`src/pkg/selh_regs.svh`:
```
// selh_regs.svh: register offsets, field positions, reset values and counts
// assumes: included by the package and the design, word-aligned avalon slave
`ifndef SELH_REGS_SVH
`define SELH_REGS_SVH
`define SELH_CTRL_OFS       8'h00
`define SELH_STAT_OFS       8'h04
`define SELH_CLKSEL_OFS     8'h08
`define SELH_CTRL_NOLH_BIT  0
`define SELH_CTRL_CME_BIT   1
`define SELH_CTRL_FORCED_CLOCK_MONITOR_ENABLE_BIT  2
`define SELH_CTRL_DLY_BIT   3
`define SELH_CTRL_PSEUDO_STOP_ENABLE_BIT  4
`define SELH_CTRL_LIMP_HOME_IRQ_ENABLE_BIT  5
`define SELH_CTRL_AUTO_BIT  6
`define SELH_CTRL_RESET     8'h02
`define SELH_STAT_LHA_BIT   0
`define SELH_STAT_LIMP_HOME_IRQ_FLAG_BIT  1
`define SELH_STAT_STOP_BIT  2
`define SELH_STAT_PSTOP_BIT 3
`define SELH_CS_BUS_CLOCK_PLL_SELECT_BIT    0
`define SELH_CS_MCS_BIT     1
`define SELH_CNT_WIDTH      13
`define SELH_MID_COUNT      13'h1000
`endif

```
`src/pkg/selh_pkg.sv`:
```
// selh_pkg.sv: types for the stop exit and limp-home controller
// assumes: selh_regs.svh sits on the include path
package selh_pkg;
`include "selh_regs.svh"
   typedef enum logic [2:0] {
      SELH_RUN, SELH_STOP, SELH_EXIT_DLY, SELH_LIMP
   } selh_state_e;
   // wake-up sources, each a raw pin level
   typedef struct packed {
      logic ext_irq;
      logic nonmaskable_ext_irq;
      logic key_port_j;
      logic key_port_h;
      logic can_wake;
   } selh_wake_s;
   // clock steering outputs
   typedef struct packed {
      logic clk_from_vco;
      logic vco_restart;
      logic osc_low_amp;
      logic bus_clock_pll_select;
      logic module_clock_select;
      logic pll_ramp;
   } selh_clk_s;
endpackage

```
`src/logic/selh_ctrl.sv`:
```
// selh_ctrl.sv: stop / pseudo-stop exit and limp-home control with avalon slave
// assumes: clk 40 MHz, async active-high reset; slow_tick marks slow-domain clock
// edges; monitor and wake inputs are asynchronous pins.

// What this block does
// - limp-home off, monitor on: stop raises monitor failure reset.
// - limp-home on: monitor enables masked at stop entry, no failure.
// - stop exit with limp-home on and delay or no clock enters limp-home.
// - with delay, count 4096 on VCO; good clock ends limp-home.
// - no clock at 4096: leave stop in limp-home, status and irq set.
// - in limp-home poll the monitor at each mid-count, every 8192.
// - clock found: leave limp-home, clear status, set irq flag, gate by enable.
// - delay cleared: stop released at once, run in limp-home meanwhile.
// - leaving limp-home restores saved bus and module clock selects.
// - auto and pll select saved set: ramp system clock on relock.
// - square wave clock and no delay: exit at once, no limp flag.
// - pseudo-stop enable makes stop keep oscillator at low amplitude.
// - reset, irq lines, key wake-ups or can wake end stop.
// - pseudo-stop exit with delay: limp-home, vco counter, selects forced.
// - after 4096 use oscillator, else stay on vco with flags set.
// - pseudo-stop exit without delay completes at once.
// - pseudo-stop recovery on limp clock restarts the vco.
// - delay bit gives 4096 count delay; slow divider scales it.
module selh_ctrl (
   // clock and reset
   input  wire logic                clk,
   input  wire logic                reset,
   // avalon-mm slave
   input  wire logic [7:0]          avs_address,
   input  wire logic                avs_read,
   input  wire logic                avs_write,
   input  wire logic [31:0]         avs_writedata,
   output logic      [31:0]         avs_readdata,
   output logic                     avs_waitrequest,
   // core side
   input  wire logic                stop_exec,
   input  wire logic                slow_tick,
   // pins from outside
   input  wire logic                clock_present_raw,
   input  wire selh_pkg::selh_wake_s wake_raw,
   // results
   output selh_pkg::selh_clk_s      clk_ctrl,
   output logic                     core_halted,
   output logic                     monitor_fail_reset,
   output logic                     limp_home_irq
);
   import selh_pkg::*;

   // control word as written by software
   logic [7:0]                 ctrl_q;        // limp, monitor, delay, pseudo, irq, auto

   // clock selects and the copies saved when a wake-up starts
   logic                       bus_clock_pll_select_q;        // bus clock taken from the pll
   logic                       mcs_q;         // module clock select
   logic                       bus_clock_pll_select_sv_q;     // bus select before the loss
   logic                       mcs_sv_q;      // module select before the loss
   logic                       auto_sv_q;     // auto bandwidth before the loss

   // limp-home status
   logic                       lha_q;         // running on the limp clock
   logic                       limp_home_irq_flag_q;        // limp status has changed
   logic                       pstop_q;       // the current stop is a pseudo-stop

   // sequencer and its timebase
   selh_state_e                st_q;
   logic [`SELH_CNT_WIDTH-1:0] cnt_q;         // free-running slow-domain count

   // bus handshake
   logic                       wait_q;        // request taken, answer stands now
   logic                       waitreq_q;     // registered waitrequest, high when idle
   logic [31:0]                rdata_q;       // read word for the pending address

   // two-stage pin synchronisers
   logic [1:0]                 mon_s_q;       // clock monitor level
   selh_wake_s                 wk1_q;         // wake pins, first stage
   selh_wake_s                 wk2_q;         // wake pins, second stage

   // registered outputs
   selh_clk_s                  clk_ctrl_q;
   logic                       fail_q;
   logic                       irq_q;
   logic                       halt_q;

   // address match for the register decode, shared by every write strobe
   function automatic logic reg_hit(input logic [7:0] addr, input logic [7:0] ofs);
      reg_hit = (addr == ofs);
   endfunction

   // named control bits
   // these read the stored control word, so a write during stop only takes
   // effect on the decisions that follow it
   wire nolh  = ctrl_q[`SELH_CTRL_NOLH_BIT];
   wire clock_monitor_enable   = ctrl_q[`SELH_CTRL_CME_BIT];
   wire forced_clock_monitor_enable  = ctrl_q[`SELH_CTRL_FORCED_CLOCK_MONITOR_ENABLE_BIT];
   wire dly   = ctrl_q[`SELH_CTRL_DLY_BIT];
   wire pseudo_stop_enable  = ctrl_q[`SELH_CTRL_PSEUDO_STOP_ENABLE_BIT];
   wire limp_home_irq_enable  = ctrl_q[`SELH_CTRL_LIMP_HOME_IRQ_ENABLE_BIT];
   wire autob = ctrl_q[`SELH_CTRL_AUTO_BIT];
   wire clock_ok = mon_s_q[1];
   wire wake_any = |wk2_q;
   // mid-count strobe of the free-running counter, one per 8192 ticks
   wire mid_strobe = slow_tick && (cnt_q == `SELH_MID_COUNT - 13'h0001);
   wire mon_on = clock_monitor_enable | forced_clock_monitor_enable;

   // bus decode; a request is taken on one edge and completes on the next,
   // while waitrequest stands low, so a write lands only at that second edge
   // and the master may release its request right after it
   wire bus_req   = (avs_read | avs_write) & ~wait_q;
   wire bus_done  = avs_write & wait_q;
   wire wr_ctrl   = bus_done & reg_hit(avs_address, `SELH_CTRL_OFS);
   wire wr_stat   = bus_done & reg_hit(avs_address, `SELH_STAT_OFS);
   wire wr_cs     = bus_done & reg_hit(avs_address, `SELH_CLKSEL_OFS);
   wire clr_limp_home_irq_flag  = wr_stat & avs_writedata[`SELH_STAT_LIMP_HOME_IRQ_FLAG_BIT];

   // state transition events
   // a stop with limp-home disabled and a monitor enabled never halts: the
   // monitor would see the stopped oscillator as a lost clock, so the block
   // reports the failure at once instead of entering stop
   // with limp-home allowed the monitor enables are simply not looked at on
   // entry, which is the masking that keeps stop from raising a failure
   wire go_stop   = (st_q == SELH_RUN) & stop_exec & ~(nolh & mon_on) & ~lha_q;
   wire stop_fail = stop_exec & nolh & mon_on & (st_q == SELH_RUN);
   wire waking    = (st_q == SELH_STOP) & wake_any;
   // limp-home on exit only when limp-home is allowed; pseudo-stop uses the same monitor level
   wire limp_exit = ~nolh & (dly | ~clock_ok);
   wire dly_done  = (st_q == SELH_EXIT_DLY) & mid_strobe;
   wire poll_ok   = (st_q == SELH_LIMP) & mid_strobe & clock_ok;
   wire enter_lh  = (dly_done & ~clock_ok) | (waking & ~dly & limp_exit);
   wire leave_lh  = poll_ok | (dly_done & clock_ok);
   wire lh_change = (enter_lh & ~lha_q) | (poll_ok & lha_q);
   wire lh_force  = (st_q == SELH_EXIT_DLY) | (st_q == SELH_LIMP);

   // pin synchronisers
   // the monitor level and every wake pin are asynchronous; only the second
   // stage is read by logic, so a metastable first stage never fans out
   // the wake sources are or-ed after the second stage, so any one of them
   // ends stop on its own
   always_ff @(posedge clk or posedge reset) begin
      if (reset) begin
         mon_s_q <= 2'h0;
         wk1_q   <= '0;
         wk2_q   <= '0;
      end else begin
         mon_s_q <= {mon_s_q[0], clock_present_raw};
         wk1_q   <= wake_raw;
         wk2_q   <= wk1_q;
      end
   end

   // free-running counter advanced on slow-domain ticks
   // clearing it on a delayed wake makes the first mid-count strobe come a
   // full 4096 ticks later; otherwise it keeps running so the limp-home poll
   // lands once per wrap of 8192 ticks
   // the tick rate sets the real delay, so a slower divider lengthens it
   always_ff @(posedge clk or posedge reset) begin
      if (reset)
         cnt_q <= '0;
      else if (waking & dly)
         cnt_q <= '0;
      else if (slow_tick)
         cnt_q <= cnt_q + 13'h0001;
   end

   // exit sequencer
   // run: waits for a stop instruction that is allowed to halt
   // stop: waits for any synchronised wake source
   // exit delay: core still halted, counter on the vco until mid-count
   // limp: core runs on the vco, monitor polled at each mid-count
   // the delay path ends in run on a good clock or with limp-home disabled, and in limp otherwise; the
   // fast path goes straight to limp or run from the monitor level
   always_ff @(posedge clk or posedge reset) begin
      if (reset) begin
         st_q    <= SELH_RUN;
         pstop_q <= 1'b0;
      end else begin
         unique case (st_q)
            SELH_RUN: begin
               if (go_stop) begin
                  st_q    <= SELH_STOP;
                  pstop_q <= pseudo_stop_enable;
               end
            end
            SELH_STOP: begin
               if (waking) begin
                  if (dly & ~nolh)
                     st_q <= SELH_EXIT_DLY;
                  else if (dly)
                     st_q <= SELH_EXIT_DLY;
                  else if (limp_exit)
                     st_q <= SELH_LIMP;
                  else
                     st_q <= SELH_RUN;
               end
            end
            SELH_EXIT_DLY: begin
               if (dly_done)
                  st_q <= (clock_ok | nolh) ? SELH_RUN : SELH_LIMP;
            end
            SELH_LIMP: begin
               if (poll_ok)
                  st_q <= SELH_RUN;
            end
         endcase
      end
   end

   // limp-home status and interrupt flag; a new event beats a clear
   // the irq flag marks every change of the status flag, entry and exit
   // alike, and stays until software writes a one to it
   // a clear in the same cycle as a change is lost on purpose, so software
   // never misses a transition
   always_ff @(posedge clk or posedge reset) begin
      if (reset) begin
         lha_q  <= 1'b0;
         limp_home_irq_flag_q <= 1'b0;
      end else begin
         if (enter_lh)
            lha_q <= 1'b1;
         else if (leave_lh)
            lha_q <= 1'b0;
         if (lh_change)
            limp_home_irq_flag_q <= 1'b1;
         else if (clr_limp_home_irq_flag)
            limp_home_irq_flag_q <= 1'b0;
      end
   end

   // control and clock select registers, saved across limp-home
   // the selects are copied at wake-up, before limp-home forces them, and
   // put back when limp-home ends
   // a bus select written while the clock is forced goes to the saved copy
   // too, so software can keep the pll off for the return of the clock
   // a write on the exit edge wins over the restore
   always_ff @(posedge clk or posedge reset) begin
      if (reset) begin
         ctrl_q    <= `SELH_CTRL_RESET;
         bus_clock_pll_select_q    <= 1'b0;
         mcs_q     <= 1'b0;
         bus_clock_pll_select_sv_q <= 1'b0;
         mcs_sv_q  <= 1'b0;
         auto_sv_q <= 1'b0;
      end else begin
         if (wr_ctrl)
            ctrl_q <= avs_writedata[7:0];
         if (waking) begin
            bus_clock_pll_select_sv_q <= bus_clock_pll_select_q;
            mcs_sv_q  <= mcs_q;
            auto_sv_q <= autob;
         end
         if (wr_cs) begin
            bus_clock_pll_select_q <= avs_writedata[`SELH_CS_BUS_CLOCK_PLL_SELECT_BIT];
            mcs_q  <= avs_writedata[`SELH_CS_MCS_BIT];
            if (lh_force)
               bus_clock_pll_select_sv_q <= avs_writedata[`SELH_CS_BUS_CLOCK_PLL_SELECT_BIT];
         end else if (leave_lh & lha_q) begin
            bus_clock_pll_select_q <= bus_clock_pll_select_sv_q;
            mcs_q  <= mcs_sv_q;
         end
      end
   end

   // clock steering: limp forces vco, bus select high and module select low
   // the vco restart pulse only matters after a pseudo-stop, where the vco
   // was halted and comes back fast before it settles
   // the pll ramp pulse follows a limp exit when the saved settings had auto
   // bandwidth on and the pll driving the system clock
   always_ff @(posedge clk or posedge reset) begin
      if (reset) begin
         clk_ctrl_q <= '0;
      end else begin
         clk_ctrl_q.clk_from_vco         <= lh_force & ~nolh;
         clk_ctrl_q.vco_restart          <= waking & pstop_q & limp_exit;
         clk_ctrl_q.osc_low_amp          <= (st_q == SELH_STOP) & pstop_q;
         clk_ctrl_q.bus_clock_pll_select <= (lh_force & ~nolh) | bus_clock_pll_select_q;
         clk_ctrl_q.module_clock_select  <= ~(lh_force & ~nolh) & mcs_q;
         clk_ctrl_q.pll_ramp             <= leave_lh & lha_q & auto_sv_q & bus_clock_pll_select_sv_q;
      end
   end

   // core halt, monitor failure reset and interrupt request
   // the halt rises on the stop edge itself and stays through the delay;
   // the interrupt line follows the flag gated by its enable
   always_ff @(posedge clk or posedge reset) begin
      if (reset) begin
         halt_q <= 1'b0;
         fail_q <= 1'b0;
         irq_q  <= 1'b0;
      end else begin
         halt_q <= (st_q == SELH_STOP) | (st_q == SELH_EXIT_DLY) | go_stop;
         fail_q <= stop_fail;
         irq_q  <= limp_home_irq_flag_q & limp_home_irq_enable;
      end
   end

   // avalon response: one wait cycle, unmapped reads return zero
   // waitrequest is its own flop, high at rest, low for the one cycle in
   // which the answer stands; the read word is loaded on the taking edge
   // so it is settled when the master samples it
   always_ff @(posedge clk or posedge reset) begin
      if (reset) begin
         wait_q    <= 1'b0;
         waitreq_q <= 1'b1;
         rdata_q   <= '0;
      end else begin
         wait_q    <= bus_req;
         waitreq_q <= ~bus_req;
         unique case (avs_address)
            `SELH_CTRL_OFS:   rdata_q <= {24'h000000, ctrl_q};
            `SELH_STAT_OFS:   rdata_q <= {28'h0000000, pstop_q, halt_q, limp_home_irq_flag_q, lha_q};
            `SELH_CLKSEL_OFS: rdata_q <= {30'h00000000, mcs_q, bus_clock_pll_select_q};
            default:          rdata_q <= 32'h00000000;
         endcase
      end
   end

   // monitor enables read back as stored, in limp-home and at stop entry alike
   assign avs_readdata       = rdata_q;
   // every output comes straight from a flop
   assign avs_waitrequest    = waitreq_q;
   assign clk_ctrl           = clk_ctrl_q;
   assign core_halted        = halt_q;
   assign monitor_fail_reset = fail_q;
   assign limp_home_irq      = irq_q;
endmodule

```
`config.mk`:
```
export PLATFORM = sky130hd
export DESIGN_NAME = selh_ctrl
export DESIGN_NICKNAME = d
export VERILOG_FILES = /design/src/pkg/selh_pkg.sv /design/src/logic/selh_ctrl.sv
export VERILOG_INCLUDE_DIRS = /design/src /design/src/pkg
export SDC_FILE = /design/constraint.sdc
export NUM_CORES = 1
export LEC_CHECK = 0
export BUFFER_PORTS_ARGS = -buffer_cell sky130_fd_sc_hd__buf_2
export CAP_MARGIN = 20
export CORE_MARGIN = 4
export CORE_UTILIZATION = 40
export CTS_BUF_LIST = sky130_fd_sc_hd__clkbuf_4
export CTS_CLUSTER_DIAMETER = 120
export DETAILED_ROUTE_END_ITERATION = 16
export PLACE_DENSITY = 0.74
export SLEW_MARGIN = 20
export SYNTH_ARGS = -nofsm -noshare
export SYNTH_HDL_FRONTEND = slang
export SYNTH_SLANG_ARGS = --single-unit
```
`constraint.sdc`:
```
create_clock -name clk -period 2.3 [get_ports clk]
set_input_delay 0.115 -clock clk [delete_from_list [all_inputs] [get_ports clk]]
set_output_delay 0.115 -clock clk [all_outputs]
set_load 0.05 [all_outputs]
```
# After elaboration in Yosys (flattened, before gate mapping)
# Index checks and enable logic that the tools add are counted.
dict set report totals {
  latch_bits 0
  word_cells 132
  mem_count 0
  reg_bits 87
  ram_bits 0
  rom_bits 0
}
dict set report op_classes {
  n_shift 0
  multipliers 0
  eq_ne 10
  add_sub_neg 1
  n_mux 23
  div 0
  n_reduce_logical 10
  n_lt_le_gt_ge 0
  n_bitwise 54
}
# cell count
set ops {}
lappend ops {{AND 1 bit} 35}
lappend ops {{two-way mux 13 bit} 2}
lappend ops {{case mux 8 bit (3 select lines)} 1}
lappend ops {{adder 13 x 1 -> 13 bit, second input constant} 1}
lappend ops {{== test 13 x 12 -> 1 bit, second input constant} 1}
lappend ops {{two-way mux 3 bit} 4}
lappend ops {{case mux 3 bit (4 select lines)} 1}
lappend ops {{two-way mux 1 bit} 11}
lappend ops {{OR 1 bit} 11}
lappend ops {{== test 8 x 3 -> 1 bit, second input constant} 1}
lappend ops {{== test 8 x 4 -> 1 bit, second input constant} 1}
lappend ops {{logical NOT 8 bit} 1}
lappend ops {{two-way mux 2 bit} 4}
lappend ops {{!= test 2 bit, second input constant} 4}
lappend ops {{NOT 1 bit} 8}
lappend ops {{nonzero test 2 bit} 4}
lappend ops {{== test 3 x 2 -> 1 bit, second input constant} 2}
lappend ops {{OR reduction 5 bit} 1}
lappend ops {{AND reduction 4 bit} 1}
lappend ops {{== test 3 x 1 -> 1 bit, second input constant} 1}
lappend ops {{logical NOT 3 bit} 1}
lappend ops {{AND reduction 2 bit} 1}
lappend ops {{logical AND 1 bit} 1}

# Longest topological paths before layout
dict set report depth {
  ltp_word 8
  mapped_depth 6
  depth_no_buf 6
}

# Worst setup path after synthesis
# Ideal clock, no wire load.
dict set report synth_path {
  kind {reg2reg}
  startpoint {register cnt_q[0]}
  endpoint {register st_q[1]}
  slack_ns 0.281
  path_buffers 0
  arrival_ns 1.891
  stages_incl_launch_ff 7
  path_cell_list {dfrtp_1 > ha_1 > nand4_1 > or4_4 > a222oi_1 > o21ai_1 > mux2_1}
}
dict set report synth_between {
  elab_chain_cells 6
}
# item line_no
set synth_rtl {}
lappend synth_rtl {{start: declaration} selh_ctrl.sv:66} ;# logic [`SELH_CNT_WIDTH-1:0] cnt_q;
lappend synth_rtl {{start signal: assignment} selh_ctrl.sv:161} ;# cnt_q <= cnt_q + 13'h0001;
lappend synth_rtl {{== test 13 x 12 -> 1 bit *} selh_ctrl.sv:102} ;# wire mid_strobe = slow_tick && (cnt_q == `SELH_MID_COUNT - 13'h0001);
lappend synth_rtl {{logical AND 1 bit *} selh_ctrl.sv:102}
lappend synth_rtl {{AND 1 bit (2 in series)} selh_ctrl.sv:127} ;# wire poll_ok = (st_q == SELH_LIMP) & mid_strobe & clock_ok;
lappend synth_rtl {{!= test 2 bit (no line)} --}
lappend synth_rtl {{AND reduction 4 bit (no line) *} --}
lappend synth_rtl {{end signal: assignment} selh_ctrl.sv:197} ;# st_q <= (clock_ok | nolh) ? SELH_RUN : SELH_LIMP;
lappend synth_rtl {{end: declaration} selh_ctrl.sv:65} ;# selh_state_e st_q;
# Mark *: on every way between the ends. The rest lies on a longest branch, timed or not.
# A chain may end at the register's enable or synchronous reset.

# Final worst setup path
dict set report layout_path {
  startpoint {register cnt_q[1]}
  endpoint {register st_q[1]}
}
# Same word-level chain as after synthesis.

==> load_flow_metrics.sql <==
INSERT INTO impl_metrics (metric_group, metric, value, unit) VALUES
('status', 'run_status', 'complete, no violations', ''),
('sta', 'setup_violations', '0', ''),
('setup_path', 'worstSetupStartpointType', 'register', ''),
('sta', 'timing.final.max_slew_violations', '0', ''),
('place', 'placed_cells', '367', ''),
('route', 'routed-wl-met3', '334', 'um'),
('logic_synthesis', 'ys_seq_elements', '62', ''),
('setup_path', 'crit-reg2reg-launch', 'cnt_q[1]$_DFFE_PP0P_', ''),
('logic_synthesis', 'synth.distinct_cells', '38', ''),
('route', 'detail_route.iter0.violations', '72', ''),
('worst_hold_path', 'timing.hold.worst_endpoint', 'avs_waitrequest$_DFF_PP1_', ''),
('route', 'route.met2.wl', '2.43', 'mm'),
('pwr', 'p_per_area', '871', 'mW/mm2'),
('final_layout', 'design.final.nets', '379', ''),
('setup_path', 'worstRegToRegCells', '6', ''),
('sta', 'whs', '0.0550', 'ns'),
('sta', 'final_worst_path_setup_slack', '0.174', 'ns'),
('setup_path', 'cp_data_required_time', '2.59', 'ns'),
('clocking', 'ctsHtreeMaxLevel', '3', ''),
('pwr', 'p_total', '2950', 'uW'),
('floorplanning', 'floorplan.die.height', '91.0', 'um'),
('logic_synthesis', 'yosysMostFrequentCell', 'dfrtp_1', ''),
('sta', 'fmax', '470', 'MHz'),
('floorplanning', 'die_area', '0.00827', 'mm2'),
('floorplanning', 'std_cell_rows', '29', ''),
('floorplanning', 'die-width', '91.0', 'um'),
('clocking', 'insertion_delay', '0.40', 'ns'),
('place', 'last_weighted_congestion_value_of_the_routability_driven_placer', '0.806', ''),
('sta', 'fin_skew', '0.0151', 'ns'),
('global_route', 'initial_antenna_violation_count', '0', ''),
('worst_hold_path', 'timing.hold.worst_path_depth', '3', ''),
('logic_synthesis', 'ys_flop_type', 'dfrtp_1', ''),
('setup_path', 'worst_r2r_endpoint', 'st_q[1]$_DFFE_PP0P_', ''),
('place', 'dp_slack', '0.134', 'ns'),
('final_layout', 'antenna_diode_count', '0', ''),
('setup_path', 'worstSetupEndpointType', 'register', ''),
('logic_synthesis', 'ys_top_cells_by_area', 'dfrtp_1 (55%), buf_4 (6.8%), nor2_1 (4.9%), mux2_2 (4.5%), mux2i_1 (2.9%)', ''),
('setup_path', 'critical-path-max-stage-delay', '0.59', 'ns'),
('route', 'top_layer_used', 'met4', ''),
('job', 'drv.max_cap_violation_count', '0', ''),
('pwr', 'max-vdd-ir-drop', '0.537', 'mV'),
('floorplanning', 'initial_utilization', '42.1', '%'),
('route', 'vias', '1881', ''),
('global_route', 'globalRouteTotalUtil', '13.2', '%'),
('setup_path', 'worstPathCellList', 'ha_1, nand4_1, or4_4, a222oi_1, o21ai_1, mux2_1', ''),
('sta', 'period_minus_slack', '2.13', 'ns'),
('clocking', 'cts_root_buffer', 'clkbuf_4', ''),
('logic_synthesis', 'synthesis.area_per_instance', '11.2', 'um2'),
('global_route', 'first_global_vias', '1933', ''),
('logic_synthesis', 'proportion_of_synthesized_flip_flops_having_asynchronous_set_or_reset', '100', '%'),
('pwr', 'power.static_leakage', '0.00169', 'uW'),
('setup_path', 'worst-setup-path-type', 'reg -> reg', ''),
('clocking', 'cts_inserted_buffers', '9', ''),
('worst_hold_path', 'hold_path.class', 'in -> reg', ''),
('clocking', 'clkSlewWorstSetupHoldPaths', '0.11', 'ns'),
('floorplanning', 'pin_count', '94', ''),
('route', 'drc_errors', '0', ''),
('setup_path', 'critPathMaxFanout', '5', ''),
('route', 'metal_1_wl', '2.21', 'mm'),
('setup_path', 'reg2reg_slack', '0.17', 'ns'),
('final_layout', 'syn_to_final_growth', '22.9', '%'),
('worst_hold_path', 'min_from', 'avs_write', ''),
('route', 'detailedRoute.firstPassIterationCount', '4', ''),
('sta', 'worst_slew_pin_slew', '0.746', 'ns'),
('global_route', 'grt_remaining_overflow', '0', ''),
('setup_path', 'arrival', '2.42', 'ns'),
('clocking', 'clkSinkCount', '62', ''),
('logic_synthesis', 'synth_area', '0.00275', 'mm2'),
('logic_synthesis', 'synth_top_cells_by_count', 'dfrtp_1 (60), nor2_1 (36), buf_4 (25)', ''),
('logic_synthesis', 'synth_cells', '245', ''),
('setup_path', 'timing.critical_path.slowest_stage_cell', 'or4_4', '');
==> flip-flops by register name (all words and copies together) (netlist names) <==
signal and cells:
core_halted 1, bus_clock_pll_select_q 1, auto_sv_q 1, mcs_sv_q 1
clk_ctrl 6, monitor_fail_reset 1, limp_home_irq 1, bus_clock_pll_select_sv_q 1
wait_q 1, wk2_q 5, limp_home_irq_flag_q 1, avs_waitrequest 1
cnt_q 13, mon_s_q 2, lha_q 1, wk1_q 5
st_q 2, ctrl_q 8, avs_readdata 8, pstop_q 1
mcs_q 1
==> power breakdown <==
part	internal (uW)	switching (uW)
clock network	554	399
registers	1200	84.3
logic	252	461
==> per-layer routing <==
metal	vias to the layer above	global-route usage, %
met3	10	5.87
met4	0	4.52
met5	-	0
met2	55	21.4
met1	887	15.8
li1	929	-
==> what timing repair did <==
item                                    in CTS  in global routing
hold buffers                                19                  0
resized for setup                            0                  1
endpoints found under the hold margin       81                  0
endpoints found under the setup margin       0                  1
setup buffers                                0                  1
==> layout by cell type (no fill, tap or decap), types with 3 or more instances in the layout <==
| cell | synthesis | final |
|---|---|---|
| nor2b_1 | 4 | 4 |
| or2_2 | 4 | 4 |
| and2_1 | 6 | 6 |
| conb_1 | 1 | 24 |
| buf_4 | 25 | 5 |
| o21ai_0 | 5 | 5 |
| nand4_1 | 6 | 6 |
| buf_2 | 0 | 45 |
| nand3_1 | 4 | 4 |
| clkbuf_4 | 0 | 9 |
| dlygate4sd3_1 | 0 | 19 |
| bufinv_16 | 0 | 3 |
| dfrtp_1 | 60 | 59 |
| mux2_2 | 11 | 11 |
| mux2i_1 | 8 | 8 |
| a21oi_1 | 5 | 5 |
| xnor2_1 | 7 | 7 |
| ha_1 | 6 | 6 |
| nor3_1 | 3 | 3 |
| nand2_1 | 12 | 12 |
| xor2_1 | 5 | 5 |
| nor2_1 | 36 | 36 |
| and3_1 | 3 | 3 |
| inv_1 | 9 | 8 |
==> layout make-up <==
| cell class | count | area, um2 |
|---|---|---|
| Tap cell | 77 | 96.3 |
| Timing Repair Buffer | 69 | 453 |
| Sequential cell | 62 | 1560 |
| Clock buffer | 9 | 67.6 |
| Inverter | 9 | 33.8 |
| Clock inverter | 7 | 120 |
| Multi-Input combinational cell | 170 | 1060 |
| Fill cell | 601 | 3150 |
==> cell families after synthesis <==
family / after synthesis / synth area share (%)
mux: 20 / 7.82
other cells: 1 / 0.136
xor+xnor: 12 / 3.82
compound gates: 16 / 3.45
simple gates: 92 / 17.3
fa+ha+maj: 6 / 2.73
flops: 62 / 56.5
buf+inv: 36 / 8.32
==> through the flow <==
step / util [%] / TNS [ns] / area (um2)
2_1_floorplan: - / 0 / 2840
3_3_place_gp: 45.9 / 0 / 3000
3_5_place_dp: 45.9 / 0 / 3000
4_1_cts: 51.6 / 0 / 3370
5_1_grt: 51.8 / -0.00662 / 3380
6_report: 51.8 / 0 / 3380
==> worst max-delay path by stage <==
stage,start,end,slack (ns),depth (start not counted)
detailed placement,cnt_q[0]$_DFFE_PP0P_,st_q[1]$_DFFE_PP0P_,0.13,6
CTS,cnt_q[0]$_DFFE_PP0P_,st_q[1]$_DFFE_PP0P_,0.13,6
global placement,cnt_q[0]$_DFFE_PP0P_,st_q[1]$_DFFE_PP0P_,0.17,6
finish,cnt_q[1]$_DFFE_PP0P_,st_q[1]$_DFFE_PP0P_,0.17,6
global route,cnt_q[1]$_DFFE_PP0P_,st_q[1]$_DFFE_PP0P_,-0.007,6
floorplan,cnt_q[0]$_DFFE_PP0P_,st_q[1]$_DFFE_PP0P_,0.28,6
==> worst max-delay path: cells and delay by family, from the launching register on <==
kind,cells,cell delay [ns]
AOI/OAI and AO/OA,2,0.37
adders and majority gates,1,0.20
DFF,1,0.42
muxes,1,0.33
and+or+nand+nor,2,0.71
Power figures use the tool's default switching activity.
